$ cat src/pkg/hiresr_pkg.sv
// Constants for the high-resolution inductance result register slice
package hiresr_pkg;
   // ==========================================================
   // Register addresses on the serial register port
   localparam logic [7:0] ADDR_OFFSET_LOW = 8'h32;
   localparam logic [7:0] ADDR_OFFSET_HIGH = 8'h33;
   localparam logic [7:0] ADDR_CONFIG = 8'h34;
   localparam logic [7:0] ADDR_RESULT_LOW = 8'h38;
   localparam logic [7:0] ADDR_RESULT_MID = 8'h39;
   localparam logic [7:0] ADDR_RESULT_HIGH = 8'h3a;
   localparam logic [7:0] ADDR_ERROR_FLAGS = 8'h3b;

   // ==========================================================
   // Widths and reset values
   localparam int BYTE_W = 8;
   localparam int RESULT_W = 24;
   localparam int OFFSET_W = 16;
   localparam int DIV_W = 2;
   localparam logic [7:0] RESET_BYTE = 8'h00;
   localparam logic [23:0] RESET_RESULT = 24'h000000;
   localparam logic [7:0] READ_ZERO = 8'h00;

   // ==========================================================
   // Field positions
   localparam int DIV_LSB = 0;
   localparam int FLAG_READY = 0;
   localparam int FLAG_OVERFLOW = 1;
   localparam int FLAG_UNDER = 2;
   localparam int FLAG_OVER = 3;
   localparam int FLAG_ZERO = 4;
   // Offset word lines up with the top 16 bits of the result
   localparam int OFFSET_SHIFT = 8;

   // ==========================================================
   // Sensor divider encodings
   typedef enum logic [1:0]
   {
      HIRESR_DIV1 = 2'b00,
      HIRESR_DIV2 = 2'b01,
      HIRESR_DIV4 = 2'b10,
      HIRESR_DIV8 = 2'b11
   } hiresr_div_t;
endpackage

$ cat src/rtl/hiresr_byte_reg.sv
// One software-writable byte register with synchronous reset
`timescale 1ns/1ps
module hiresr_byte_reg
   import hiresr_pkg::*;
#(
   parameter logic [7:0] RESET_VALUE = RESET_BYTE
)
(
   input wire logic clk,
   input wire logic rst,
   input wire logic wr_en,
   input wire logic [7:0] wr_data,
   output logic [7:0] value_r
);
   always_ff @(posedge clk)
   begin
      if (rst)
         value_r <= RESET_VALUE;
      else if (wr_en)
         value_r <= wr_data;
   end
endmodule

$ cat src/rtl/hiresr_regs.sv
// Register slice of the high-resolution inductance measurement channel
`timescale 1ns/1ps
// Operation
// Offset word is {high byte, low byte at 0x32}, applied to results.
// Config bits 1:0 divide the sensor by 1/2/4/8; host writes 7:2 zero.
// Result bytes 7:0, 15:8, 23:16 read at 0x38, 0x39, 0x3A.
// Host reads 0x38, then 0x39, then 0x3A for a coherent result.
// Sensor freq = reference clock x divider x result / 2^24.
// A 0x38 read freezes the middle and top bytes of the same conversion.
// Error flags refresh only when the host reads the low result byte.
// Under-range is flagged when the offset makes the code negative.
module hiresr_regs
   import hiresr_pkg::*;
(
   input wire logic CLK_SYS,
   input wire logic RST,
   input wire logic REG_WR,
   input wire logic REG_RD,
   input wire logic [7:0] REG_ADDR,
   input wire logic [7:0] REG_WDATA,
   input wire logic [7:0] OFFSET_LOW_BYTE,
   input wire logic CONV_DONE,
   input wire logic [23:0] CONV_RAW,
   input wire logic CONV_ZERO_COUNT,
   input wire logic CONV_OVER_RANGE,
   input wire logic CONV_OVERFLOW,
   output logic [7:0] REG_RDATA,
   output logic REG_RVALID,
   output logic [1:0] SENSOR_DIV,
   output logic [15:0] OFFSET_WORD
);
   // ==========================================================
   // Software registers
   logic [7:0] offset_high_r;
   logic [7:0] config_r;

   hiresr_byte_reg #(.RESET_VALUE(RESET_BYTE)) u_offset_high
   (
      .clk(CLK_SYS),
      .rst(RST),
      .wr_en(REG_WR && REG_ADDR == ADDR_OFFSET_HIGH),
      .wr_data(REG_WDATA),
      .value_r(offset_high_r)
   );

   // Reserved bits are stored as written; software keeps them zero
   hiresr_byte_reg #(.RESET_VALUE(RESET_BYTE)) u_config
   (
      .clk(CLK_SYS),
      .rst(RST),
      .wr_en(REG_WR && REG_ADDR == ADDR_CONFIG),
      .wr_data(REG_WDATA),
      .value_r(config_r)
   );

   // ==========================================================
   // Settings driven to the sensing core
   logic [15:0] offset_nxt;
   assign offset_nxt = {offset_high_r, OFFSET_LOW_BYTE};

   always_ff @(posedge CLK_SYS)
   begin
      if (RST)
      begin
         OFFSET_WORD <= {BYTE_W'(RESET_BYTE), BYTE_W'(RESET_BYTE)};
         SENSOR_DIV <= HIRESR_DIV1;
      end
      else
      begin
         OFFSET_WORD <= offset_nxt;
         SENSOR_DIV <= config_r[DIV_LSB +: DIV_W];
      end
   end

   // ==========================================================
   // Offset subtraction of each finished conversion
   logic [23:0] offset_scaled;
   logic [24:0] diff_nxt;
   logic under_nxt;
   assign offset_scaled = {OFFSET_WORD, BYTE_W'(RESET_BYTE)};
   assign diff_nxt = {1'b0, CONV_RAW} - {1'b0, offset_scaled};
   assign under_nxt = diff_nxt[RESULT_W];

   logic [23:0] live_result_r;
   logic [4:0] live_flags_r;

   // Raw count already scales to the sensor frequency; only offset applies
   always_ff @(posedge CLK_SYS)
   begin
      if (RST)
      begin
         live_result_r <= RESET_RESULT;
         live_flags_r <= 5'h00;
      end
      else if (CONV_DONE)
      begin
         // A negative code reads as zero rather than wrapping
         live_result_r <= under_nxt ? RESET_RESULT
                                    : diff_nxt[RESULT_W-1:0];
         live_flags_r[FLAG_ZERO] <= CONV_ZERO_COUNT;
         live_flags_r[FLAG_OVER] <= CONV_OVER_RANGE;
         live_flags_r[FLAG_UNDER] <= under_nxt;
         live_flags_r[FLAG_OVERFLOW] <= CONV_OVERFLOW;
         live_flags_r[FLAG_READY] <= 1'b0;
      end
   end

   // ==========================================================
   // Read snapshot
   logic low_read;
   assign low_read = REG_RD && REG_ADDR == ADDR_RESULT_LOW;

   logic [15:0] snap_upper_r;
   logic [4:0] snap_flags_r;
   logic ready_r;

   // Later conversions cannot tear the word between the three reads
   always_ff @(posedge CLK_SYS)
   begin
      if (RST)
      begin
         snap_upper_r <= {BYTE_W'(RESET_BYTE), BYTE_W'(RESET_BYTE)};
         snap_flags_r <= 5'h00;
      end
      else if (low_read)
      begin
         snap_upper_r <= live_result_r[RESULT_W-1:BYTE_W];
         snap_flags_r <= live_flags_r;
      end
   end

   // Ready flag: a conversion in the same cycle as the low read wins
   always_ff @(posedge CLK_SYS)
   begin
      if (RST)
         ready_r <= 1'b0;
      else if (CONV_DONE)
         ready_r <= 1'b1;
      else if (low_read)
         ready_r <= 1'b0;
   end

   // ==========================================================
   // Read data path
   logic [7:0] rdata_nxt;
   always_comb
   begin
      rdata_nxt = READ_ZERO;
      unique case (REG_ADDR)
         ADDR_OFFSET_HIGH: rdata_nxt = offset_high_r;
         ADDR_CONFIG: rdata_nxt = config_r;
         ADDR_RESULT_LOW: rdata_nxt = live_result_r[BYTE_W-1:0];
         ADDR_RESULT_MID: rdata_nxt = snap_upper_r[BYTE_W-1:0];
         ADDR_RESULT_HIGH: rdata_nxt = snap_upper_r[OFFSET_W-1:BYTE_W];
         ADDR_ERROR_FLAGS:
         begin
            rdata_nxt = {3'b000, snap_flags_r};
            rdata_nxt[FLAG_READY] = ready_r;
         end
         default: rdata_nxt = READ_ZERO;
      endcase
   end

   always_ff @(posedge CLK_SYS)
   begin
      if (RST)
      begin
         REG_RDATA <= READ_ZERO;
         REG_RVALID <= 1'b0;
      end
      else
      begin
         REG_RVALID <= REG_RD;
         if (REG_RD)
            REG_RDATA <= rdata_nxt;
      end
   end
endmodule

$ cat config.mk
export PLATFORM = sky130hd
export DESIGN_NAME = hiresr_regs
export DESIGN_NICKNAME = d
export VERILOG_FILES = /design/src/pkg/hiresr_pkg.sv /design/src/rtl/hiresr_byte_reg.sv /design/src/rtl/hiresr_regs.sv
export SDC_FILE = /design/constraint.sdc
export NUM_CORES = 1
export LEC_CHECK = 0
export BUFFER_PORTS_ARGS = -buffer_cell sky130_fd_sc_hd__buf_4
export CORE_UTILIZATION = 50
export DETAILED_ROUTE_END_ITERATION = 6
export PLACE_DENSITY = 0.76
export SETUP_SLACK_MARGIN = 0.5
export SLEW_MARGIN = 30
export SYNTH_ARGS = -nofsm -noshare
export SYNTH_HDL_FRONTEND = slang
export SYNTH_SLANG_ARGS = --single-unit
$ cat constraint.sdc
create_clock -name CLK_SYS -period 2 [get_ports CLK_SYS]
set_input_delay 0 -clock CLK_SYS [delete_from_list [all_inputs] [get_ports CLK_SYS]]
set_output_delay 0 -clock CLK_SYS [all_outputs]
set_load 0.01 [all_outputs]
==> metrics.md, run 1 <==
| Metric | Value |
|---|---|
| Area contributors post-synth | `dfxtp_1, a21oi_1, nand2_1` |
| Mapped cell area | `0.004315 sq mm` |
| Most frequent cells in the layout | `buf_4, nand2_1, dfxtp_1, a21oi_1, nor2b_1` |
| Min cycle time layout | `2.097 ns` |
| Global-route track usage on met1 | `33.63%` |
| Post-synth top area share | `42.68%` |
| Run status | `finished, violations left` |
| Synth cell types | `53` |
| Die height | `94.90 um` |
| I/O pin cnt | `83` |
| Largest net degree at the start of global routing | `64` |
| Skew final | `0.01309 ns` |
| Dpl cells | `706` |
| Power Density | `693.7 mW/mm^2` |
| CTS sink cnt | `92` |
| Finish-stage setup viols | `25` |
| Post-synth ARST share | `0%` |
| Setup crit start | `OFFSET_WORD[0]` |
| Hold Crit Class | `primary input to register` |
| Final worst path period share | `104.9%` |
| Post-DP Area | `0.005279 sq mm` |
| First-pass GRT wire length | `18420 um` |
| Hold Path Origin | `REG_ADDR[3]` |
| Vias in the first global route | `3970` |
| Crit path DAT | `2.36 ns` |
| RR Startpoint | `OFFSET_WORD[0]` |
| Fmax | `0.4768 GHz` |
| HPWL after DPL | `7964 um` |
| Number of synthesized flops with an enable pin | `0` |
| Share of layout cells above drive strength 1 | `28.40%` |
| Max FO, Critical Path | `3` |
| Cell accounting for the most synthesized area | `dfxtp_1` |
| Die area | `0.009006 sq mm` |
| DR WL/cell | `15.24 um` |
| FP Rows | `33` |
| GR Util All Layers | `26.84%` |
| Post-route cell area | `0.005952 sq mm` |
| Antenna viol nets, final | `0` |
| CORE AREA | `0.008299 sq mm` |
| Nets@finish | `718` |
| Final Wtd Congestion | `0.8300` |
| Synth Register Bits | `92` |
| Initial Utilization | `52.00%` |
| Slew Viols, Final | `0` |
| Hold WS | `0.1142 ns` |
| Slew @ Worst Pin | `0.7483 ns` |
| Most common cell after layout, fill and taps aside | `buf_4` |
| Global route hottest layer | `met2` |
| Syn. warnings | `0` |
| Port Buffer Count | `82` |
| DRT iter0 DRCs | `208` |
| Violations in the final reports | `setup timing` |
| Drt via density | `5.410` |
| Clock Tree Root | `clkbuf_8` |
| Mapped Cells | `511` |
| Clock-pin transition on the worst setup and hold timing paths | `0.09 ns` |
| Fin. Hold Viols | `0` |
| Pre-CTS setup slack | `-0.2311 ns` |
| Setup ws final | `-0.09728 ns` |
| Slew HR | `49.69%` |
| Syn_nets | `585` |
| First-pass DRT Iterations | `5` |
| Seq/Total Area, Yosys | `42.68%` |
| Chip width | `94.90 um` |
| VDD IR max | `0.4452 mV` |
| Congestion Overflow GR | `0` |
| LEAKAGE | `2.390 nW` |
| Fin cells | `753` |
| WS Path Type | `register to register` |
| Setup TNS | `-1.361 ns` |
| RSZ-0062 raised after global routing | `true` |
| Buffer depth of the longest clock path | `2` |
| GR met2 Demand/Resource | `44.96%` |
| # Max-Cap Violations | `0` |
| Routing usage on met3 | `6.039%` |
| Worst Setup Start Kind | `register` |
| Clock Latency Late Sink | `0.36 ns` |
| Via count | `4074` |
| H-tree depth | `3` |
| Total CTS buffers | `9` |
| Most used DFF post-synth | `dfxtp_1` |
| Area grow syn2layout | `37.92%` |
| Data required, critical path | `2.26 ns` |
| DRT Wirelength | `11480 um` |
| Initial antenna violation count | `0` |
| Syn_area_per_cell | `8.445 sq um` |
| CTS tree | `done` |
| DRC Markers | `0` |
| Critical Path End Type | `register` |
| N_diodes | `0` |
==> critical path: stages (launching register included) <==
cell and delay (ns):
dfxtp_4 0.36, ha_4 0.15, fa_2 0.34, nand2b_4 0.15, a21o_1 0.19, a211oi_2 0.22
buf_4 0.16, or2_4 0.14, nand2_4 0.05, a311oi_2 0.24
==> metal layers <==
metal,wire length [um],share of wire (%),vias up
met3,742,6.5,25
li1,-,-,2015
met5,0,0,-
met4,234,2.0,0
met2,5676,49,123
met1,4821,42,1911
==> Yosys cell counts, types with 3 or more instances <==
master    instances
nand3_1          13
a221oi_1          3
inv_1            23
nand2b_1         13
nor2_1           31
dfxtp_1          92
a211oi_2          3
nor2b_1          33
nand2_1          89
clkbuf_1         19
o21ai_0          16
mux2i_1           8
xor2_1            3
a21oi_1          72
xnor2_1           5
o32ai_1           3
o21a_1            4
a22o_1            5
ha_1             17
a21o_1            5
buf_2             6
mux4_2            5
==> final cells by class <==
type	count	area [sq um]
clock buffer	10	148.9
clock inverter	5	106.4
fill	610	2347
inverter	23	86.33
multi-input combinational	369	2416
sequential	92	1853
tap	105	131.4
timing repair buffer	149	1210
==> registers in the layout, indices dropped and copies added, names as in the netlist <==
signal / count
REG_RDATA: 8
live_flags_r: 4
u_config.value_r: 8
snap_upper_r: 16
u_offset_high.value_r: 8
live_result_r: 24
ready_r: 1
SENSOR_DIV: 2
OFFSET_WORD: 16
snap_flags_r: 4
REG_RVALID: 1
==> metrics by stage <==
stage	util (%)	power, mW
after global routing	71.72	4.296
after detailed placement	63.61	2.510
after CTS	70.95	4.122
after floorplan	-	2.275
after global placement	63.61	2.498
final	71.72	4.129
==> logic make-up (layout without fill, tap and decap cells) <==
logic type / Yosys count / after routing / synth area share (%)
AO/OA/AOI/OAI: 132 / 132 / 19.02
XOR/XNOR: 8 / 8 / 1.624
adder cells (fa/ha/maj): 18 / 18 / 5.393
buffers and inverters: 50 / 187 / 4.871
flip-flops: 92 / 92 / 42.68
multiplexers: 13 / 13 / 4.465
AND/OR/NAND/NOR: 198 / 198 / 21.95
==> where the power goes <==
part           switching (mW)  internal [mW]
Sequential             0.0290           1.88
Combinational           0.315          0.345
Clock                   0.655          0.906
Total                   0.999           3.13
==> path summary, 6_finish.rpt <==
kind / end / slack [ns] / cells after the start
worst max-delay path: live_result_r[23] / -0.1 / 9
worst min-delay path: u_config.value_r[7] / 0.11 / 5
worst max register to register: live_result_r[23] / -0.1 / 9
worst min register to register: snap_upper_r[7] / 0.46 / 2
==> repair_timing <==
action                                  CTS  global route
buffers inserted                          1             1
endpoints found under the setup margin   25            25
gates cloned                              0             0
hold endpoints to repair                 36             0
pin swaps                                10             9
hold buffers                             30             0
resized for setup                        17            14
Power figures use the tool's default switching activity.
==> run 2, diff against run 1 <==
- CORE_UTILIZATION: 50 -> 55
- PLACE_DENSITY: 0.76 -> 0.79
- clock period: 2 -> 2.5 ns (I/O delays scaled with it)
==> run 2 against run 1 <==
  * The flow now finishes without violations
  * Wire length rose by 8.6%
  * Largest power group unchanged
  * Critical endpoint is now live_result_r[13]
  * Combinational power fell by 13%
  * First-iteration DRC count rose by 92%
  * Power fell by 24%
==> metrics.md, run 2 (same netlist as run 1, synthesis figures left out) <==
| Metric | Value |
|---|---|
| Clock-pin transition on the worst setup and hold timing paths | `0.09 ns` |
| Drt via density | `5.763` |
| Buffer depth of the longest clock path | `2` |
| WS Path Type | `register to register` |
| Area grow syn2layout | `37.34%` |
| Slew HR | `46.18%` |
| Filler instances | `508` |
| DRT Wirelength | `12460 um` |
| # Max-Cap Violations | `0` |
| Worst hold path stage count | `2` |
| VDD IR max | `0.3694 mV` |
| Slew Viols, Final | `0` |
| Largest regs | `live_result_r x24, OFFSET_WORD x16, snap_upper_r x16` |
| I/O pin cnt | `83` |
| Hold Path Sink | `SENSOR_DIV[0]` |
| Largest net degree at the start of global routing | `56` |
| RSZ-0062 raised after global routing | `true` |
| Share of layout cells above drive strength 1 | `29.05%` |
| DRT iter0 DRCs | `399` |
| Most common cell after layout, fill and taps aside | `buf_4` |
| Nets@finish | `699` |
| H-tree depth | `3` |
| Power Density | `531.2 mW/mm^2` |
| Initial Utilization | `58.25%` |
| HPWL after DPL | `7486 um` |
| Crit path DAT | `2.50 ns` |
| Vias in the first global route | `3929` |
| Finish-stage setup viols | `0` |
| FP Rows | `31` |
| First-pass GRT wire length | `18770 um` |
| Clock Tree Root | `clkbuf_8` |
| Die height | `90.58 um` |
| Data required, critical path | `2.80 ns` |
| Max FO, Critical Path | `8` |
| Hold Path Origin | `RST` |
| Total CTS buffers | `9` |
| Setup TNS | `0 ns` |
| DR WL/cell | `17.10 um` |
| Port Buffer Count | `82` |
| Chip width | `90.58 um` |
| Die area | `0.008205 sq mm` |
| Post-layout util | `80.00%` |
| Post-route cell area | `0.005927 sq mm` |
| First-pass DRT Iterations | `5` |
| LEAKAGE | `2.284 nW` |
| Cells on worst reg2reg path | `10` |
| Most frequent cells in the layout | `buf_4, nand2_1, dfxtp_1, a21oi_1, nor2b_1` |
| Critical Path End Type | `register` |
| Fmax | `0.4538 GHz` |
| Max reg flops | `24` |
| Antenna viol nets, final | `0` |
| Congestion Overflow GR | `0` |
| Final Wtd Congestion | `0.8267` |
| GR Util All Layers | `28.85%` |
| Post-DP Area | `0.005027 sq mm` |
| Fin. Hold Viols | `0` |
| Clock Latency Late Sink | `0.36 ns` |
| DRC Markers | `0` |
| RR Endpoint | `live_result_r[13]` |
| Reg2reg setup slack | `0.30 ns` |
| Hold Crit Class | `primary input to register` |
| Slew @ Worst Pin | `0.8005 ns` |
| CTS sink cnt | `92` |
| Min cycle time layout | `2.204 ns` |
| Via count | `4201` |
| RR Startpoint | `OFFSET_WORD[0]` |
| Biggest register | `live_result_r` |
| CORE AREA | `0.007408 sq mm` |
| Skew final | `0.009541 ns` |
| Final worst path period share | `88.15%` |
| CTS tree | `done` |
| Run status | `completed` |
| Initial antenna violation count | `0` |
| N_diodes | `0` |
| Worst Setup Start Kind | `register` |
run 2: cell types whose count changed in the layout (fill, tap and decap cells not counted), moves of 3 or more:
cell and delta:
buf_4 -21, a21oi_1 -8, ha_1 -8, a21oi_2 +6, ha_2 +5, dfxtp_2 +3, ha_4 +3
run 2: report_power, final:
part | switching, mW | internal (mW)
clock | 0.528 | 0.519
sequential | 0.0245 | 1.50
combinational | 0.282 | 0.290
run 2: worst max-delay path by stage:
| stage | from | end | slack (ns) | cells past startpoint |
|---|---|---|---|---|
| after detailed placement | OFFSET_WORD[0] | live_result_r[10] | 0.31 | 9 |
| final | OFFSET_WORD[0] | live_result_r[13] | 0.30 | 10 |
| after global routing | OFFSET_WORD[0] | live_result_r[13] | 0.24 | 10 |
| after global placement | OFFSET_WORD[0] | live_result_r[10] | 0.35 | 9 |
| after floorplan | OFFSET_WORD[0] | live_result_r[17] | 0.44 | 9 |
| after CTS | OFFSET_WORD[0] | live_result_r[12] | 0.37 | 10 |
run 2: what timing repair did:
action,CTS,global route
pin swaps,15,15
hold endpoints to repair,36,0
hold buffers,31,0
gates cloned,1,0
buffers inserted,7,2
resized for setup,26,36
endpoints found under the setup margin,25,25
run 2: layer usage:
layer / GRT usage (%) / vias to the layer above / routed length [um]
met5: 0 / - / 0
met4: 10.22 / 0 / 255
met3: 4.882 / 30 / 856
met2: 49.05 / 197 / 6306
met1: 36.76 / 2005 / 5047
li1: - / 1969 / -
run 2: area by class of cell:
class / count / area [sq um] / share of cell area [%]
multi-input combinational: 369 / 2559 / 43.17
inverter: 23 / 86.33 / 1.457
tap: 99 / 123.9 / 2.090
clock inverter: 5 / 58.81 / 0.9922
timing repair buffer: 130 / 1099 / 18.53
clock buffer: 11 / 151.4 / 2.554
sequential: 92 / 1849 / 31.20
run 2: through the flow:
step                      instances  power, mW  setup slack, ns  hold WS [ns]
after global placement          672      1.953           0.3521        0.2092
after floorplan                 511      1.818           0.4375       0.08332
after detailed placement        672      1.960           0.3128        0.2173
after global routing            729      3.243           0.2375        0.1282
final                           729      3.148           0.2964        0.1208
after CTS                       727      3.072           0.3740       0.09449
run 2: worst max-delay path, stage by stage, from the launching register on:
cell	delay, ns
dfxtp_2	0.35
ha_4	0.15
fa_2	0.35
nand2b_4	0.16
a21o_4	0.23
a211oi_4	0.27
a21bo_4	0.22
buf_12	0.12
buf_16	0.13
a21oi_1	0.07
nor2_1	0.10
